==> src/hw/scs_map.svh <==
// constants, field layouts and encodings of the clock source select block
// Summary of operation
// RULE1: three-bit mode field picks one of eight clock source modes, fixed at programming.
// RULE2: rc mode clocks from rc on input pin, drives clock/4 on output pin.
// RULE3: rc pins-free variant releases output pin as general purpose io.
// RULE4: internal with clkout frees input pin, drives internal clock/4 on output pin.
// RULE5: internal pins-free mode releases both oscillator pins as general io.
// RULE6: external clock mode takes logic clock on input pin, frees output pin.
// RULE7: three resonator modes select high, medium and low amplifier gain.
// RULE8: internal clock is 500 kHz source with postscaler 1, 2, 4 or 8.
// RULE9: pll fuse raises source to 16 MHz ahead of postscaler, fixed set.
// RULE10: pll set: codes 11,10,01,00 give 16, 8, 4, 2 MHz.
// RULE11: pll clear: codes 11,10,01,00 give 500, 250, 125, 62.5 kHz.
// RULE12: every reset loads frequency select with 10; software may change later.
// RULE13: new frequency selection takes effect with no start-up delay.
// RULE14: read-only lock flag reads 1 once high-frequency source locked within 2%.
// RULE15: read-only stable flag reads 1 once source reaches 0.5% accuracy.
// RULE16: control bits 7-6 and 1-0 read zero; select field bits 5-4 read/write.
// RULE17: resonator modes hold reset until 1024 input pin cycles counted.
// RULE18: external clock mode disables start-up counter, no delay after reset.
// RULE19: lock and stable flags come from oscillator model status inputs.
// RULE20: mode and pll fuse sampled at reset and held while running.
`ifndef SCS_MAP_SVH
`define SCS_MAP_SVH
`define SCS_ADDR_OSC_CTRL 4'h0
`define SCS_ADDR_MODE_STAT 4'h1
`define SCS_FSEL_HI 5
`define SCS_FSEL_LO 4
`define SCS_LOCK_BIT 3
`define SCS_STABLE_BIT 2
`define SCS_FSEL_RESET 2'h2
`define SCS_OST_CYCLES 11'h400
`define SCS_MODE_LP 3'h0
`define SCS_MODE_XT 3'h1
`define SCS_MODE_HS 3'h2
`define SCS_MODE_EC 3'h3
`define SCS_MODE_INTIO 3'h4
`define SCS_MODE_INTCLK 3'h5
`define SCS_MODE_RESISTOR_CAP_PINS_FREE 3'h6
`define SCS_MODE_RC 3'h7
`define SCS_GAIN_NONE 2'h0
`define SCS_GAIN_LOW 2'h1
`define SCS_GAIN_MID 2'h2
`define SCS_GAIN_HIGH 2'h3
`define SCS_SRC_EXT 1'h0
`define SCS_SRC_INT 1'h1
`endif

==> src/hw/scs_pkg.sv <==
// types shared by the clock source select block
package scs_pkg;
  typedef enum logic [1:0] {
    SCS_ST_CAPTURE,
    SCS_ST_STARTUP,
    SCS_ST_RUN
  } scs_state_t;
endpackage

==> src/hw/scs_clock_select.sv <==
// clock source select and internal oscillator frequency control
`timescale 1ns/1ps
`default_nettype none
`include "scs_map.svh"
module scs_clock_select
  import scs_pkg::*;
#(
  parameter logic [10:0] OST_CYCLES = `SCS_OST_CYCLES
) (
  input wire logic clk,
  input wire logic resetn,
  input wire logic [2:0] config_mode,
  input wire logic pll_enable_fuse,
  input wire logic wake_event,
  input wire logic osc_in_pin_i,
  input wire logic hf_src_tick,
  input wire logic lf_src_tick,
  input wire logic ext_src_tick,
  input wire logic osc_lock_status,
  input wire logic osc_stable_status,
  input wire logic [3:0] reg_addr,
  input wire logic [7:0] reg_wdata,
  input wire logic reg_wr,
  input wire logic reg_rd,
  output logic [7:0] reg_rdata,
  output logic sys_clk_tick,
  output logic sys_clk_src_int,
  output logic [1:0] amp_gain,
  output logic device_hold_reset,
  output logic osc_out_pin_o,
  output logic osc_out_pin_oe,
  output logic osc_in_pin_gpio,
  output logic osc_out_pin_gpio
);
  typedef struct packed {
    scs_state_t state;
    logic [2:0] mode;
    logic pll_en;
    logic [1:0] int_freq_select;
    logic [10:0] ost_cnt;
    logic in_prev;
    logic clkout;
    logic [7:0] rdata;
  } scs_st_t;
  scs_st_t st_ff, nxt_st;

  logic int_mode;
  logic resonator_mode;
  logic clkout_mode;
  logic src_tick;
  logic div_tick;
  logic quarter_tick;
  logic in_rise;

  // mode decode from the captured configuration
  always_comb begin
    int_mode = (st_ff.mode == `SCS_MODE_INTIO) || (st_ff.mode == `SCS_MODE_INTCLK);
    resonator_mode = (st_ff.mode == `SCS_MODE_LP) || (st_ff.mode == `SCS_MODE_XT) ||
      (st_ff.mode == `SCS_MODE_HS); // [RULE7]
    clkout_mode = (st_ff.mode == `SCS_MODE_RC) || (st_ff.mode == `SCS_MODE_INTCLK); // [RULE2] [RULE4]
  end

  // internal source is either the pll output or the precision source
  always_comb begin
    if (int_mode) begin
      src_tick = st_ff.pll_en ? hf_src_tick : lf_src_tick; // [RULE8] [RULE9]
    end else begin
      src_tick = ext_src_tick; // [RULE2] [RULE6]
    end
  end

  // shared divider: the select field only moves the tap, so no restart gap
  scs_postscaler u_post (
    .clk(clk),
    .resetn(resetn),
    .src_tick(src_tick),
    .freq_sel(int_mode ? st_ff.int_freq_select : 2'h3),
    .div_tick(div_tick),
    .quarter_tick(quarter_tick)
  ); // [RULE10] [RULE11] [RULE13]

  assign in_rise = osc_in_pin_i & ~st_ff.in_prev;

  // main next-state logic
  always_comb begin
    nxt_st = st_ff;
    nxt_st.in_prev = osc_in_pin_i;
    nxt_st.rdata = 8'h00;
    if (quarter_tick) begin
      nxt_st.clkout = ~st_ff.clkout; // toggles every second system tick
    end
    unique case (st_ff.state)
      SCS_ST_CAPTURE: begin
        // fuses sampled once after reset release, held afterwards
        nxt_st.mode = config_mode; // [RULE1] [RULE20]
        nxt_st.pll_en = pll_enable_fuse; // [RULE20]
        nxt_st.ost_cnt = 11'h000;
        nxt_st.state = SCS_ST_STARTUP;
      end
      SCS_ST_STARTUP: begin
        if (!resonator_mode) begin
          nxt_st.state = SCS_ST_RUN; // [RULE18]
        end else if (in_rise) begin
          nxt_st.ost_cnt = st_ff.ost_cnt + 11'h001;
          if (st_ff.ost_cnt + 11'h001 == OST_CYCLES) begin
            nxt_st.state = SCS_ST_RUN; // [RULE17]
          end
        end
      end
      SCS_ST_RUN: begin
        if (wake_event && resonator_mode) begin
          nxt_st.ost_cnt = 11'h000;
          nxt_st.state = SCS_ST_STARTUP; // [RULE17]
        end
      end
    endcase
    // register writes: only the select field is writable
    if (reg_wr && reg_addr == `SCS_ADDR_OSC_CTRL) begin
      nxt_st.int_freq_select = reg_wdata[`SCS_FSEL_HI:`SCS_FSEL_LO]; // [RULE16]
    end
    // read data stand one cycle after the strobe; unmapped reads zero
    if (reg_rd) begin
      unique case (reg_addr)
        `SCS_ADDR_OSC_CTRL: begin
          nxt_st.rdata[`SCS_FSEL_HI:`SCS_FSEL_LO] = st_ff.int_freq_select; // [RULE16]
          nxt_st.rdata[`SCS_LOCK_BIT] = osc_lock_status; // [RULE14] [RULE19]
          nxt_st.rdata[`SCS_STABLE_BIT] = osc_stable_status; // [RULE15] [RULE19]
        end
        `SCS_ADDR_MODE_STAT: begin
          nxt_st.rdata[2:0] = st_ff.mode;
          nxt_st.rdata[3] = st_ff.pll_en;
          nxt_st.rdata[4] = (st_ff.state == SCS_ST_RUN);
        end
        default: begin
          nxt_st.rdata = 8'h00;
        end
      endcase
    end
  end

  // every reset restores the default divider
  always_ff @(posedge clk) begin
    if (!resetn) begin
      st_ff <= '0;
      st_ff.state <= SCS_ST_CAPTURE;
      st_ff.int_freq_select <= `SCS_FSEL_RESET; // [RULE12]
    end else begin
      st_ff <= nxt_st;
    end
  end

  // pin and clock outputs
  always_comb begin
    osc_in_pin_gpio = int_mode; // [RULE4] [RULE5]
    osc_out_pin_gpio = !clkout_mode && !resonator_mode; // [RULE3] [RULE5] [RULE6]
    osc_out_pin_oe = clkout_mode; // [RULE2] [RULE4]
    osc_out_pin_o = clkout_mode & st_ff.clkout;
    sys_clk_src_int = int_mode ? `SCS_SRC_INT : `SCS_SRC_EXT;
    unique case (st_ff.mode)
      `SCS_MODE_HS: amp_gain = `SCS_GAIN_HIGH; // [RULE7]
      `SCS_MODE_XT: amp_gain = `SCS_GAIN_MID;
      `SCS_MODE_LP: amp_gain = `SCS_GAIN_LOW;
      default: amp_gain = `SCS_GAIN_NONE;
    endcase
    device_hold_reset = (st_ff.state != SCS_ST_RUN); // [RULE17]
    sys_clk_tick = div_tick & (st_ff.state == SCS_ST_RUN);
    reg_rdata = st_ff.rdata;
  end
endmodule
`default_nettype wire

==> src/hw/scs_postscaler.sv <==
// divide-by-1/2/4/8 postscaler with a free-running counter, plus quarter clock
`timescale 1ns/1ps
`default_nettype none
module scs_postscaler
  import scs_pkg::*;
(
  input wire logic clk,
  input wire logic resetn,
  input wire logic src_tick,
  input wire logic [1:0] freq_sel,
  output logic div_tick,
  output logic quarter_tick
);
  typedef struct packed {
    logic [2:0] cnt;
    logic qcnt; // half phase of the clock-out divider
  } scs_ps_st_t;
  scs_ps_st_t st_ff, nxt_st;
  logic sel_tick;

  // tap the shared counter so a new selection applies on the very next tick
  always_comb begin
    unique case (freq_sel)
      2'h3: sel_tick = src_tick;
      2'h2: sel_tick = src_tick & st_ff.cnt[0];
      2'h1: sel_tick = src_tick & (&st_ff.cnt[1:0]);
      2'h0: sel_tick = src_tick & (&st_ff.cnt);
    endcase
  end

  // next state: counters advance only on source ticks
  always_comb begin
    nxt_st = st_ff;
    if (src_tick) begin
      nxt_st.cnt = st_ff.cnt + 3'h1;
    end
    if (sel_tick) begin
      nxt_st.qcnt = ~st_ff.qcnt;
    end
  end

  always_ff @(posedge clk) begin
    if (!resetn) begin
      st_ff <= '0;
    end else begin
      st_ff <= nxt_st;
    end
  end

  assign div_tick = sel_tick;
  // toggle every second tick: full clock-out period is four system ticks
  assign quarter_tick = sel_tick & st_ff.qcnt;
endmodule
`default_nettype wire

==> config.mk <==
export PLATFORM = sky130hd
export DESIGN_NAME = scs_clock_select
export DESIGN_NICKNAME = d
export VERILOG_FILES = /design/src/hw/scs_pkg.sv /design/src/hw/scs_clock_select.sv /design/src/hw/scs_postscaler.sv
export VERILOG_INCLUDE_DIRS = /design/src /design/src/hw
export SDC_FILE = /design/constraint.sdc
export NUM_CORES = 1
export LEC_CHECK = 0
export ABC_AREA = 1
export BUFFER_PORTS_ARGS = -buffer_cell sky130_fd_sc_hd__buf_2
export CAP_MARGIN = 15
export CORE_UTILIZATION = 45
export DETAILED_ROUTE_END_ITERATION = 8
export PLACE_DENSITY_LB_ADDON = 0.2
export SYNTH_ARGS = -nofsm -noshare
export SYNTH_HDL_FRONTEND = slang
export SYNTH_SLANG_ARGS = --single-unit
==> constraint.sdc <==
create_clock -name clk -period 3.5 [get_ports clk]
set_input_delay 0.525 -clock clk [delete_from_list [all_inputs] [get_ports clk]]
set_output_delay 0.525 -clock clk [all_outputs]
set_load 0.02 [all_outputs]
## Word-level counts from Yosys, hierarchy flattened

Index checks and enable logic that the tools add are counted.

| storage, ports and cells | value |
|---|---|
| input bits | 27 |
| bits in registers | 33 |

| operators by class | value |
|---|---|
| equality and inequality tests | 18 |
| bitwise gates (word level) | 10 |
| add/subtract/negate cells | 2 |
| multiplexer cells | 16 |
| reductions and logical operators | 20 |

Operator list:

| cell | count |
|---|---|
| 11-bit two-way mux | 3 |
| 11-bit one-hot mux with 3 select lines | 1 |
| 3-bit AND reduction | 5 |
| 2-bit one-hot mux with 3 select lines | 2 |
| 11-bit by 1-bit adder with 11-bit output, second input constant | 1 |
| 11-bit equality test, second input constant | 1 |
| 2-bit two-way mux | 5 |
| 3-bit equality test, second input constant | 3 |
| 2-bit inequality test, second input constant | 4 |
| 1-bit bitwise AND | 7 |
| 2-bit equality test, second input constant | 3 |
| 3-bit inequality test, second input constant | 2 |
| 3-bit one-hot mux with 2 select lines | 1 |
| 2-bit by 1-bit equality test with 1-bit output, second input constant | 2 |
| 4-bit by 1-bit equality test with 1-bit output, second input constant | 1 |
| 2-bit zero test | 2 |
| 4-bit zero test | 1 |
| 1-bit logical OR | 4 |
| 1-bit one-hot mux with 4 select lines | 1 |
| 2-bit AND reduction | 2 |
| 3-bit by 1-bit adder with 3-bit output, second input constant | 1 |
| 3-bit by 1-bit equality test with 1-bit output, second input constant | 1 |
| 3-bit by 2-bit equality test with 1-bit output, second input constant | 1 |
| 1-bit logical AND | 3 |
| other kinds (4) | 9 |

## Logic depth before layout (Yosys ltp)

Gate-level depths: netlist (run 1).

| logic depth | value |
|---|---|
| word-level depth | 6 |
| depth in mapped cells | 12 |
| gate-level depth less buffers | 12 |

## Hierarchy

A second synthesis (run 1) with hierarchy kept.

| second synthesis, totals | value |
|---|---|
| cell total of the unflattened synthesis | 247 |
| area total of the unflattened synthesis | 1,657.8 µm² |

Modules (own cells, without submodules):

| module | times used | area an instance (µm²) | cells each |
|---|---|---|---|
| scs_clock_select | 1 | 1,428.9 | 211 |
| scs_postscaler | 1 | 229.0 | 36 |

## Worst setup path before layout (run 1)

No wires, ideal clock.

| timing | value |
|---|---|
| kind | register to output |
| start point | register st_ff[26] in the netlist's numbering |
| end point | output port sys_clk_tick |
| required time | 2.975 ns |
| path slack | 1.725 ns |
| stages on the path, launching flop included | 7 |
| arrival | 1.250 ns |
| path through | dfxtp_1 -> inv_2 -> nor2_4 -> o211ai_1 -> o21ai_2 -> nand2_1 -> nor2_1 |

| on the way | value |
|---|---|
| cells in the longest elaborated chain, start to end | 6 |
| elaborated cells on any way between the ends | 14 |
| those cells by class | 5 x eq/ne; 3 x mux; 4 x bitwise; 2 x reduce/logical |

Ends and longest elaborated chain:

| what | RTL line | source |
|---|---|---|
| from (decl) | scs_clock_select.sv:45 | `scs_st_t st_ff, nxt_st;` |
| from (signal assigned) | scs_clock_select.sv:148 | `st_ff <= nxt_st;` |
| 3-bit equality test (no line) | n/a |  |
| 1-bit logical OR * | scs_clock_select.sv:57 | `` int_mode = (st_ff.mode == `SCS_MODE_INTIO) \|\| (st_ff.mode == `SCS_MODE_INTCLK); `` |
| via osc_in_pin_gpio | scs_clock_select.sv:32 | `output logic osc_in_pin_gpio,` |
| 2-bit two-way mux / 1-bit two-way mux (equally long branches) | scs_clock_select.sv:77, scs_clock_select.sv:65 |  |
| 2-bit by 1-bit equality test with 1-bit output (tied with other cells) | scs_postscaler.sv:23 | `unique case (freq_sel)` |
| 1-bit one-hot mux with 4 select lines * | scs_postscaler.sv:23 |  |
| 1-bit bitwise AND * | scs_clock_select.sv:166 | `sys_clk_tick = div_tick & (st_ff.state == SCS_ST_RUN);` |
| to (decl) | scs_clock_select.sv:26 | `output logic sys_clk_tick,` |

Mark *: on every way through the listed nets, which the timed path passes. The rest lies on a longest branch.

## Worst setup path in the final report (run 1)

| timing | value |
|---|---|
| start point | register u_post.st_ff[1] in the netlist's numbering |
| end point | output port sys_clk_tick |

| on the way | value |
|---|---|
| cells in the longest elaborated chain, start to end | 4 |
| elaborated cells on any way between the ends | 7 |
| those cells by class | 1 x mux; 4 x bitwise; 2 x reduce/logical |

Ends and longest elaborated chain:

| what | RTL line | source |
|---|---|---|
| from (decl) | scs_postscaler.sv:18 | `scs_ps_st_t st_ff, nxt_st;` |
| from (signal assigned) | scs_postscaler.sv:46 | `st_ff <= nxt_st;` |
| 3-bit AND reduction / 2-bit AND reduction (equally long branches) | scs_postscaler.sv:27, scs_postscaler.sv:26 |  |
| 1-bit bitwise AND, on equally long branches | scs_postscaler.sv:27, scs_postscaler.sv:26 |  |
| 1-bit one-hot mux with 4 select lines * | scs_postscaler.sv:23 |  |
| 1-bit bitwise AND * | scs_clock_select.sv:166 |  |

Every way passes the cells marked *; elsewhere a longest branch is shown, timed or not.

==> results of run 1 <==
-- worst max-delay path, delay by kind of cell (launching register included) --
kind                     cells  cell delay (ps)
adder cells (fa/ha/maj)      2              400
AND/OR/NAND/NOR              3              270
AO/OA/AOI/OAI                1              120
buffers and inverters        1              150
flip-flops                   1              310
-- through the flow --
| step | power [mW] | instance area, um^2 | instances |
|---|---|---|---|
| after floorplan | 0.549 | 1680 | 250 |
| after global placement | 0.593 | 1820 | 319 |
| after detailed placement | 0.596 | 1820 | 319 |
| after CTS | 0.862 | 1910 | 327 |
| after global routing | 0.910 | 1910 | 327 |
| final | 0.853 | 1910 | 327 |
-- synthesized netlist by cell type, drive strengths merged --
| library cell | instances |
|---|---|
| o2111ai | 1 |
| ha | 3 |
| buf | 10 |
| inv | 37 |
| nand2 | 76 |
| o21bai | 1 |
| o22ai | 1 |
| o21ai | 17 |
| dfxtp | 31 |
| conb | 1 |
| nand3b | 1 |
| nor3 | 1 |
| nor2 | 32 |
| clkbuf | 2 |
| o211ai | 1 |
| nand3 | 9 |
| a21oi | 23 |
| nor4 | 1 |
| nor4b | 1 |
-- layer usage --
metal | track usage (%) | vias to the layer above
met3 | 4.74 | 7
met4 | 10.5 | 0
li1 | - | 832
met2 | 30.5 | 35
met5 | 0 | -
met1 | 22.2 | 656
-- path summary, 6_finish.rpt --
| path | start | to | slack (ps) | cells after the start |
|---|---|---|---|---|
| worst min register to register | st_ff[8] | st_ff[8] | 480 | 2 |
| worst min-delay path | osc_in_pin_i | st_ff[9] | 450 | 3 |
| worst max-delay path | u_post.st_ff[1] | sys_clk_tick | 1450 | 7 |
| worst max register to register | st_ff[24] | st_ff[14] | 1920 | 11 |
-- state kept, by name (all words and copies together) (netlist names) --
name / cells
st_ff: 21
reg_rdata: 6
u_post.st_ff: 4
-- cell type report --
cell class                 count  area (um^2)
inverter                      37          139
multi-input combinational    170          832
sequential                    31          621
clock inverter                 1         5.00
timing repair buffer          35          175
fill                         363         1540
tap                           46         57.6
clock buffer                   7         76.3
-- cells by family (layout without fill, tap and decap cells) --
| logic type | after synthesis | in the layout |
|---|---|---|
| AO/OA/AOI/OAI | 44 | 44 |
| adder cells (fa/ha/maj) | 3 | 3 |
| AND/OR/NAND/NOR | 121 | 121 |
| buffers and inverters | 49 | 80 |
| other | 1 | 2 |
| flip-flops | 31 | 31 |
-- power breakdown --
group          leakage (nW)  internal [mW]  total, mW  switching [mW]
clock                0.0422          0.139      0.266           0.127
combinational         0.580         0.0607      0.189           0.128
sequential            0.253          0.379      0.398          0.0190
==> results.py, run 1 <==
metrics = {
    "run_status": {
        "status": "completed",
    },
    "timing": {
        "fin_crit_sh_pct": 58.6,
        "fin_crit_ps": 2050,
        "finalHoldViolCount": 0,
        "finClkSkew_ps": 1.75,
        "setup_slack_ps": 1450,
        "fin_hold_ws_ps": 447,
        "drv_slew": 0,
        "slew_headroom_pct": 62.1,
        "final.setup.tns_ps": 0,
        "fmax_mhz": 487,
        "max_slew.worst_pin.slew_ps": 568,
        "setup_viol": 0,
        "rsz0062_at_grt": "no",
    },
    "route": {
        "post_drt_wl_per_cell_um": 10.1,
        "dr_wl_met2_um": 1420,
        "wl_um": 3290,
        "top_layer_used": "met4",
        "m1WireLength_um": 1640,
        "drt_iter0_drc": 59,
        "vias": 1530,
        "ant_nets": 0,
        "dr_wl_met3_um": 164,
        "dr.pass1.iters": 4,
        "vias_per_cell": 4.68,
        "drc": 0,
    },
    "grt": {
        "overflow": 0,
        "track_usage_pct": 18.7,
        "antenna_found_initial": 0,
        "grt_pass1_wl_um": 5750,
        "grt_pass1_vias": 1351,
        "grt_max_degree": 16,
    },
    "pwr": {
        "vdd_drop_max_mv": 0.208,
        "cellLeakagePower_nw": 0.876,
        "p_per_area_nw_per_um2": 448,
    },
    "cts": {
        "clkLatencyLatePin_ps": 280,
        "root_buffer": "clkbuf_8",
        "cts_tree": "built",
        "clkTransAtPathRegs_ps": 60,
        "h-tree-depth": 2,
        "clockBufferDepth": 2,
        "cts_sinks": 31,
        "cts_setup_buffers": 0,
        "cts_hold_buf": 0,
        "cts_made_buffers": 5,
        "cts-resized-gates": 0,
    },
    "floorplanning": {
        "start_util_pct": 48.6,
        "die-width_um": 63.0,
        "rows": 21,
        "core_area_um2": 3440,
        "die_area_um2": 3970,
        "pin_count": 44,
        "die_h_um": 63.0,
    },
    "logic_synthesis": {
        "yosysWarningCount": 0,
        "synth.avg_cell_area_um2": 6.72,
        "yosys.area_share.simple_pct": 31.0,
        "synthXorXnorAreaFrac_pct": 0,
        "synth_fa_ha_area_share_pct": 2.24,
        "yosysSeqAreaShare_pct": 37.1,
        "synth_top_family_by_area": "simple AND/OR/NAND/NOR gates",
        "netlist_top_cells_area": "dfxtp_1, nand2_1, inv_1, nor2_1, a21oi_1",
        "synth_top_area_cell": "dfxtp_1",
        "synth_cells": 249,
        "synthesis.area_um2": 1670,
        "synth_top_area_share_pct": 37.1,
        "synthMuxAreaShare_pct": 0,
        "synth-seq-cells": 31,
        "yosysUniqueCellTypes": 28,
        "synth_compound_area_share_pct": 16.0,
    },
    "worst_hold_path": {
        "min_path_type": "primary input to register",
    },
    "finish": {
        "drive_above_1_share_pct": 24.6,
        "antenna_cells": 0,
        "final_common_cell": "nand2_1",
        "final_util_pct": 55.4,
        "fin_nets": 310,
        "final_cell_mix": "nand2_1, buf_2, inv_1, dfxtp_1, nor2_1",
        "area_delta_synth_final_pct": 13.8,
    },
    "placed_design": {
        "dp_slack_ps": 1690,
        "place_hpwl_um": 2500,
        "gp_congestion": 0.807,
        "port_buffers": 35,
    },
    "setup_path": {
        "crit_chain": "ha_1 > ha_1 > nand3_1 > o2111ai_1 > nand2_1 > nor2_1 > buf_2",
        "cpMostUsedCell": "ha_1",
        "slowest_stage": "dfxtp_1",
        "crit_path_end_kind": "output port",
        "cp-start-kind": "register",
        "crit_arrival_ps": 1530,
        "path_max_fanout": 3,
        "slowest_delay_ps": 310,
        "critical_path_class": "register to output port",
        "required_ps": 2970,
    },
    "job": {
        "cap_violations": 0,
    },
}
Note: power is estimated with default switching activity, not from simulation.
==> run 2, diff against run 1 <==
Clock period 3.5 ns to 1.89 ns, I/O delays scaled along.
==> results.py, run 2 (synthesis results as in run 1) <==
metrics = {
    "run_status": {
        "status": "completed",
    },
    "grt": {
        "grt_max_degree": 16,
        "grt_pass1_vias": 1418,
        "overflow": 0,
        "antenna_found_initial": 0,
        "track_usage_pct": 19.0,
        "grt_pass1_wl_um": 5930,
    },
    "cts": {
        "root_buffer": "clkbuf_8",
        "clkLatencyLatePin_ps": 280,
        "clockBufferDepth": 2,
        "clkTransAtPathRegs_ps": 60,
        "h-tree-depth": 2,
        "cts_hold_buf": 0,
        "cts_sinks": 31,
        "cts_tree": "built",
        "cts_made_buffers": 5,
    },
    "finish": {
        "num-fill-cells": 338,
        "multiInputGateArea_um2": 842,
        "antenna_cells": 0,
        "drive_above_1_share_pct": 26.9,
        "area_delta_synth_final_pct": 18.6,
        "fin_nets": 316,
        "largest_register": "st_ff",
        "largest_reg_flops": 21,
        "final_cells": 332,
        "final_common_cell": "nand2_1",
        "seq_area_um2": 622,
        "final_cell_mix": "nand2_1, buf_2, inv_1, dfxtp_1, nor2_1",
    },
    "placed_design": {
        "port_buffers": 35,
        "gp_congestion": 0.812,
        "dp_slack_ps": 327,
        "dp_cells": 322,
        "place_hpwl_um": 2550,
    },
    "timing": {
        "slew_headroom_pct": 65.2,
        "fin_hold_ws_ps": 204,
        "fmax_mhz": 559,
        "finClkSkew_ps": 4.97,
        "final.setup.tns_ps": 0,
        "fin_crit_ps": 1790,
        "fin_crit_sh_pct": 94.7,
        "max_slew.worst_pin.slew_ps": 521,
        "drv_slew": 0,
        "finalHoldViolCount": 0,
        "setup_viol": 0,
        "setup_slack_ps": 101,
    },
    "route": {
        "vias": 1541,
        "ant_nets": 0,
        "post_drt_wl_per_cell_um": 10.1,
        "vias_per_cell": 4.64,
        "drc": 0,
        "drt_iter0_drc": 71,
        "wl_um": 3370,
        "dr.pass1.iters": 5,
    },
    "floorplanning": {
        "pin_count": 44,
        "start_util_pct": 48.6,
        "die_area_um2": 3970,
        "rows": 21,
        "core_area_um2": 3440,
        "die_h_um": 63.0,
        "die-width_um": 63.0,
    },
    "setup_path": {
        "required_ps": 1610,
        "path_buf_inv": 3,
        "path_max_fanout": 5,
        "slowest_delay_ps": 360,
        "cp-start-kind": "register",
        "crit_arrival_ps": 1510,
        "crit_family": "buffers and inverters",
        "cpMostUsedCell": "buf_4",
        "slowest_stage": "dfxtp_1",
        "crit_chain": "inv_2 > nor2_4 > buf_4 > o2111ai_1 > nand2_1 > nor2_1 > buf_4",
        "crit_path_end_kind": "output port",
        "critical_path_class": "register to output port",
    },
    "worst_hold_path": {
        "min_path_type": "primary input to register",
    },
    "job": {
        "cap_violations": 0,
    },
    "pwr": {
        "vdd_drop_max_mv": 0.482,
        "p_per_area_nw_per_um2": 874,
        "fin_total_pwr_mw": 1.73,
        "cellLeakagePower_nw": 0.915,
    },
}
-- run 2: cell types whose count changed in the layout (fill, tap and decap cells not counted), sizes merged --
cell    before  now
clkbuf       7    6
buf         35   41
bufinv       0    1
clkinv       1    0
-- run 2: worst register-to-register path: cells and delay by family, from the launching register on --
kind,cells,cell delay (ps)
AO/OA/AOI/OAI,1,60
flip-flops,1,380
AND/OR/NAND/NOR,8,760
adder cells (fa/ha/maj),1,240
-- run 2: through the flow --
step / util [%] / cell area (um^2)
floorplan: - / 1680
global placement: 53.7 / 1850
detailed placement: 53.7 / 1850
CTS: 56.6 / 1950
global route: 57.7 / 1990
finish: 57.7 / 1990
-- run 2: repair_timing --
item                                    CTS  global route
endpoints found under the setup margin    0             1
buffers inserted                          0             3
gates resized for setup                   0             4
-- run 2: metal layers --
metal	wire, um	global-route usage (%)
met5	0	0
met3	198	5.47
met4	47	9.59
met2	1490	31.2
met1	1630	22.3
-- run 2: layout make-up --
cell class / count / share of cell area [%]
clock buffer: 6 / 3.65
multi-input combinational: 170 / 42.4
sequential: 31 / 31.3
tap: 46 / 2.90
clock inverter: 1 / 1.51
timing repair buffer: 41 / 11.2
inverter: 37 / 6.99
-- run 2: report_power, final --
part	internal, mW	switching [mW]	total (mW)
Combinational	0.135	0.241	0.376
Sequential	0.703	0.0363	0.739
Clock	0.386	0.234	0.620
Total	1.22	0.511	1.73
-- run 2: final timing paths --
path	to	depth (start not counted)	slack, ps	from
worst max-delay path	sys_clk_tick	7	100	st_ff[26]
worst min-delay path	st_ff[9]	3	200	osc_in_pin_i
worst min register to register	reg_rdata[5]	2	470	st_ff[22]
worst max register to register	st_ff[27]	10	300	st_ff[10]
==> run 3, diff against run 2 <==
Clock period 1.89 ns to 1.7 ns, I/O delays scaled along.
==> results.py, run 3 (synthesis results as in run 1) <==
metrics = {
    "setup_path": {
        "crit_path_end": "st_ff[8]",
        "path_max_fanout": 2,
        "critical_path_class": "register to register",
        "r2r.worst_path.cells": 10,
        "regToRegSetupSlack_ps": -30,
        "cp-start-kind": "register",
        "worst_r2r_endpoint": "st_ff[8]",
        "setup.worst_path.start": "u_post.st_ff[2]",
        "reg2reg_from": "u_post.st_ff[2]",
        "crit_arrival_ps": 1890,
        "required_ps": 1860,
        "crit_path_end_kind": "register",
    },
    "grt": {
        "met3_usage_pct": 4.93,
        "track_usage_pct": 20.3,
        "grt_pass1_vias": 1498,
        "met1_usage_pct": 23.6,
        "grt_pass1_wl_um": 6290,
        "busiest_layer": "met2",
        "grt.met2_usage_pct": 34.0,
        "antenna_found_initial": 0,
        "grt_max_degree": 16,
        "overflow": 0,
    },
    "timing": {
        "finalHoldViolCount": 0,
        "fin_crit_sh_pct": 102,
        "finClkSkew_ps": 3.71,
        "fin_hold_ws_ps": 184,
        "final.setup.tns_ps": -27.4,
        "fmax_mhz": 579,
        "setup_viol": 1,
        "rsz0062_at_grt": "yes",
        "drv_slew": 0,
        "setup_slack_ps": -27.4,
        "fin_crit_ps": 1730,
    },
    "floorplanning": {
        "pin_count": 44,
        "rows": 21,
        "die_h_um": 63.0,
        "core_area_um2": 3440,
        "die-width_um": 63.0,
        "die_area_um2": 3970,
        "start_util_pct": 48.6,
    },
    "pwr": {
        "vdd_drop_max_mv": 0.458,
        "cellLeakagePower_nw": 0.952,
        "fin_total_pwr_mw": 1.85,
        "p_per_area_nw_per_um2": 894,
    },
    "cts": {
        "cts_made_buffers": 5,
        "clockBufferDepth": 2,
        "root_buffer": "clkbuf_8",
        "h-tree-depth": 2,
        "clkTransAtPathRegs_ps": 60,
        "cts_sinks": 31,
        "clkLatencyLatePin_ps": 280,
        "cts_tree": "built",
    },
    "route": {
        "drt_iter0_drc": 87,
        "vias_per_cell": 4.76,
        "dr.pass1.iters": 4,
        "ant_nets": 0,
        "post_drt_wl_per_cell_um": 10.8,
        "vias": 1620,
        "drc": 0,
        "wl_um": 3690,
    },
    "placed_design": {
        "port_buffers": 35,
        "gp_congestion": 0.813,
        "dpl_cell_area_um2": 1860,
        "place_hpwl_um": 2610,
        "dp_slack_ps": 163,
        "dp_cells": 324,
    },
    "finish": {
        "design_area_um2": 2070,
        "area_delta_synth_final_pct": 23.6,
        "final_cells": 340,
        "largest_register": "st_ff",
        "largest_reg_flops": 21,
        "drive_above_1_share_pct": 31.0,
        "final_cell_mix": "nand2_1, buf_2, inv_1, dfxtp_1, nor2_1",
        "antenna_cells": 0,
        "fin_nets": 323,
        "final_util_pct": 60.1,
        "final_common_cell": "nand2_1",
    },
    "worst_hold_path": {
        "hold_start": "osc_in_pin_i",
        "min_path_type": "primary input to register",
        "hold_depth": 3,
    },
    "run_status": {
        "violations": "negative setup slack",
        "status": "finished, violations left",
    },
    "job": {
        "cap_violations": 0,
    },
}
## run 3: cell types whose count changed in the layout (fill, tap and decap cells not counted), sizes merged
cell / change
buf: +7
bufinv: -1
clkbuf: +1
clkinv: +1
## run 3: worst min-delay path by stage
stage and endpoint:
3_3_place_gp st_ff[9], 4_1_cts st_ff[9], 3_5_place_dp reg_rdata[5], 2_1_floorplan st_ff[9], 5_1_grt st_ff[9], 6_report st_ff[9]
## run 3: final cells by class
cell class	instances	area (um^2)
multi-input combinational	170	891
inverter	37	139
timing repair buffer	48	275
clock inverter	1	5.00
clock buffer	7	76.3
sequential	31	626
fill	331	1370
tap	46	57.6
## run 3: worst max-delay path: stages, from the launching register on
cell	delay [ps]
dfxtp_2	350
ha_4	150
ha_4	120
nand3_2	70
o2111ai_2	80
nand2_1	110
buf_4	150
buf_4	120
buf_4	130
o21ai_0	240
a21oi_1	100
## run 3: per-layer routing
layer	vias up	wire, um
met2	43	1700
met4	0	82
met3	8	224
met1	713	1680
met5	-	0
li1	856	-
## run 3: power breakdown
| group | internal, mW | switching, mW | total, mW | leakage, nW |
|---|---|---|---|---|
| Combinational | 0.188 | 0.290 | 0.478 | 0.656 |
| Clock | 0.286 | 0.253 | 0.539 | 0.0422 |
| Sequential | 0.784 | 0.0485 | 0.833 | 0.254 |
| Total | 1.26 | 0.591 | 1.85 | 0.952 |
## run 3: timing repair
item	4_1_cts	5_1_grt
resized for setup	8	8
hold buffers	0	0
setup buffers	5	3
setup endpoints to repair	1	4
pin swaps	4	6
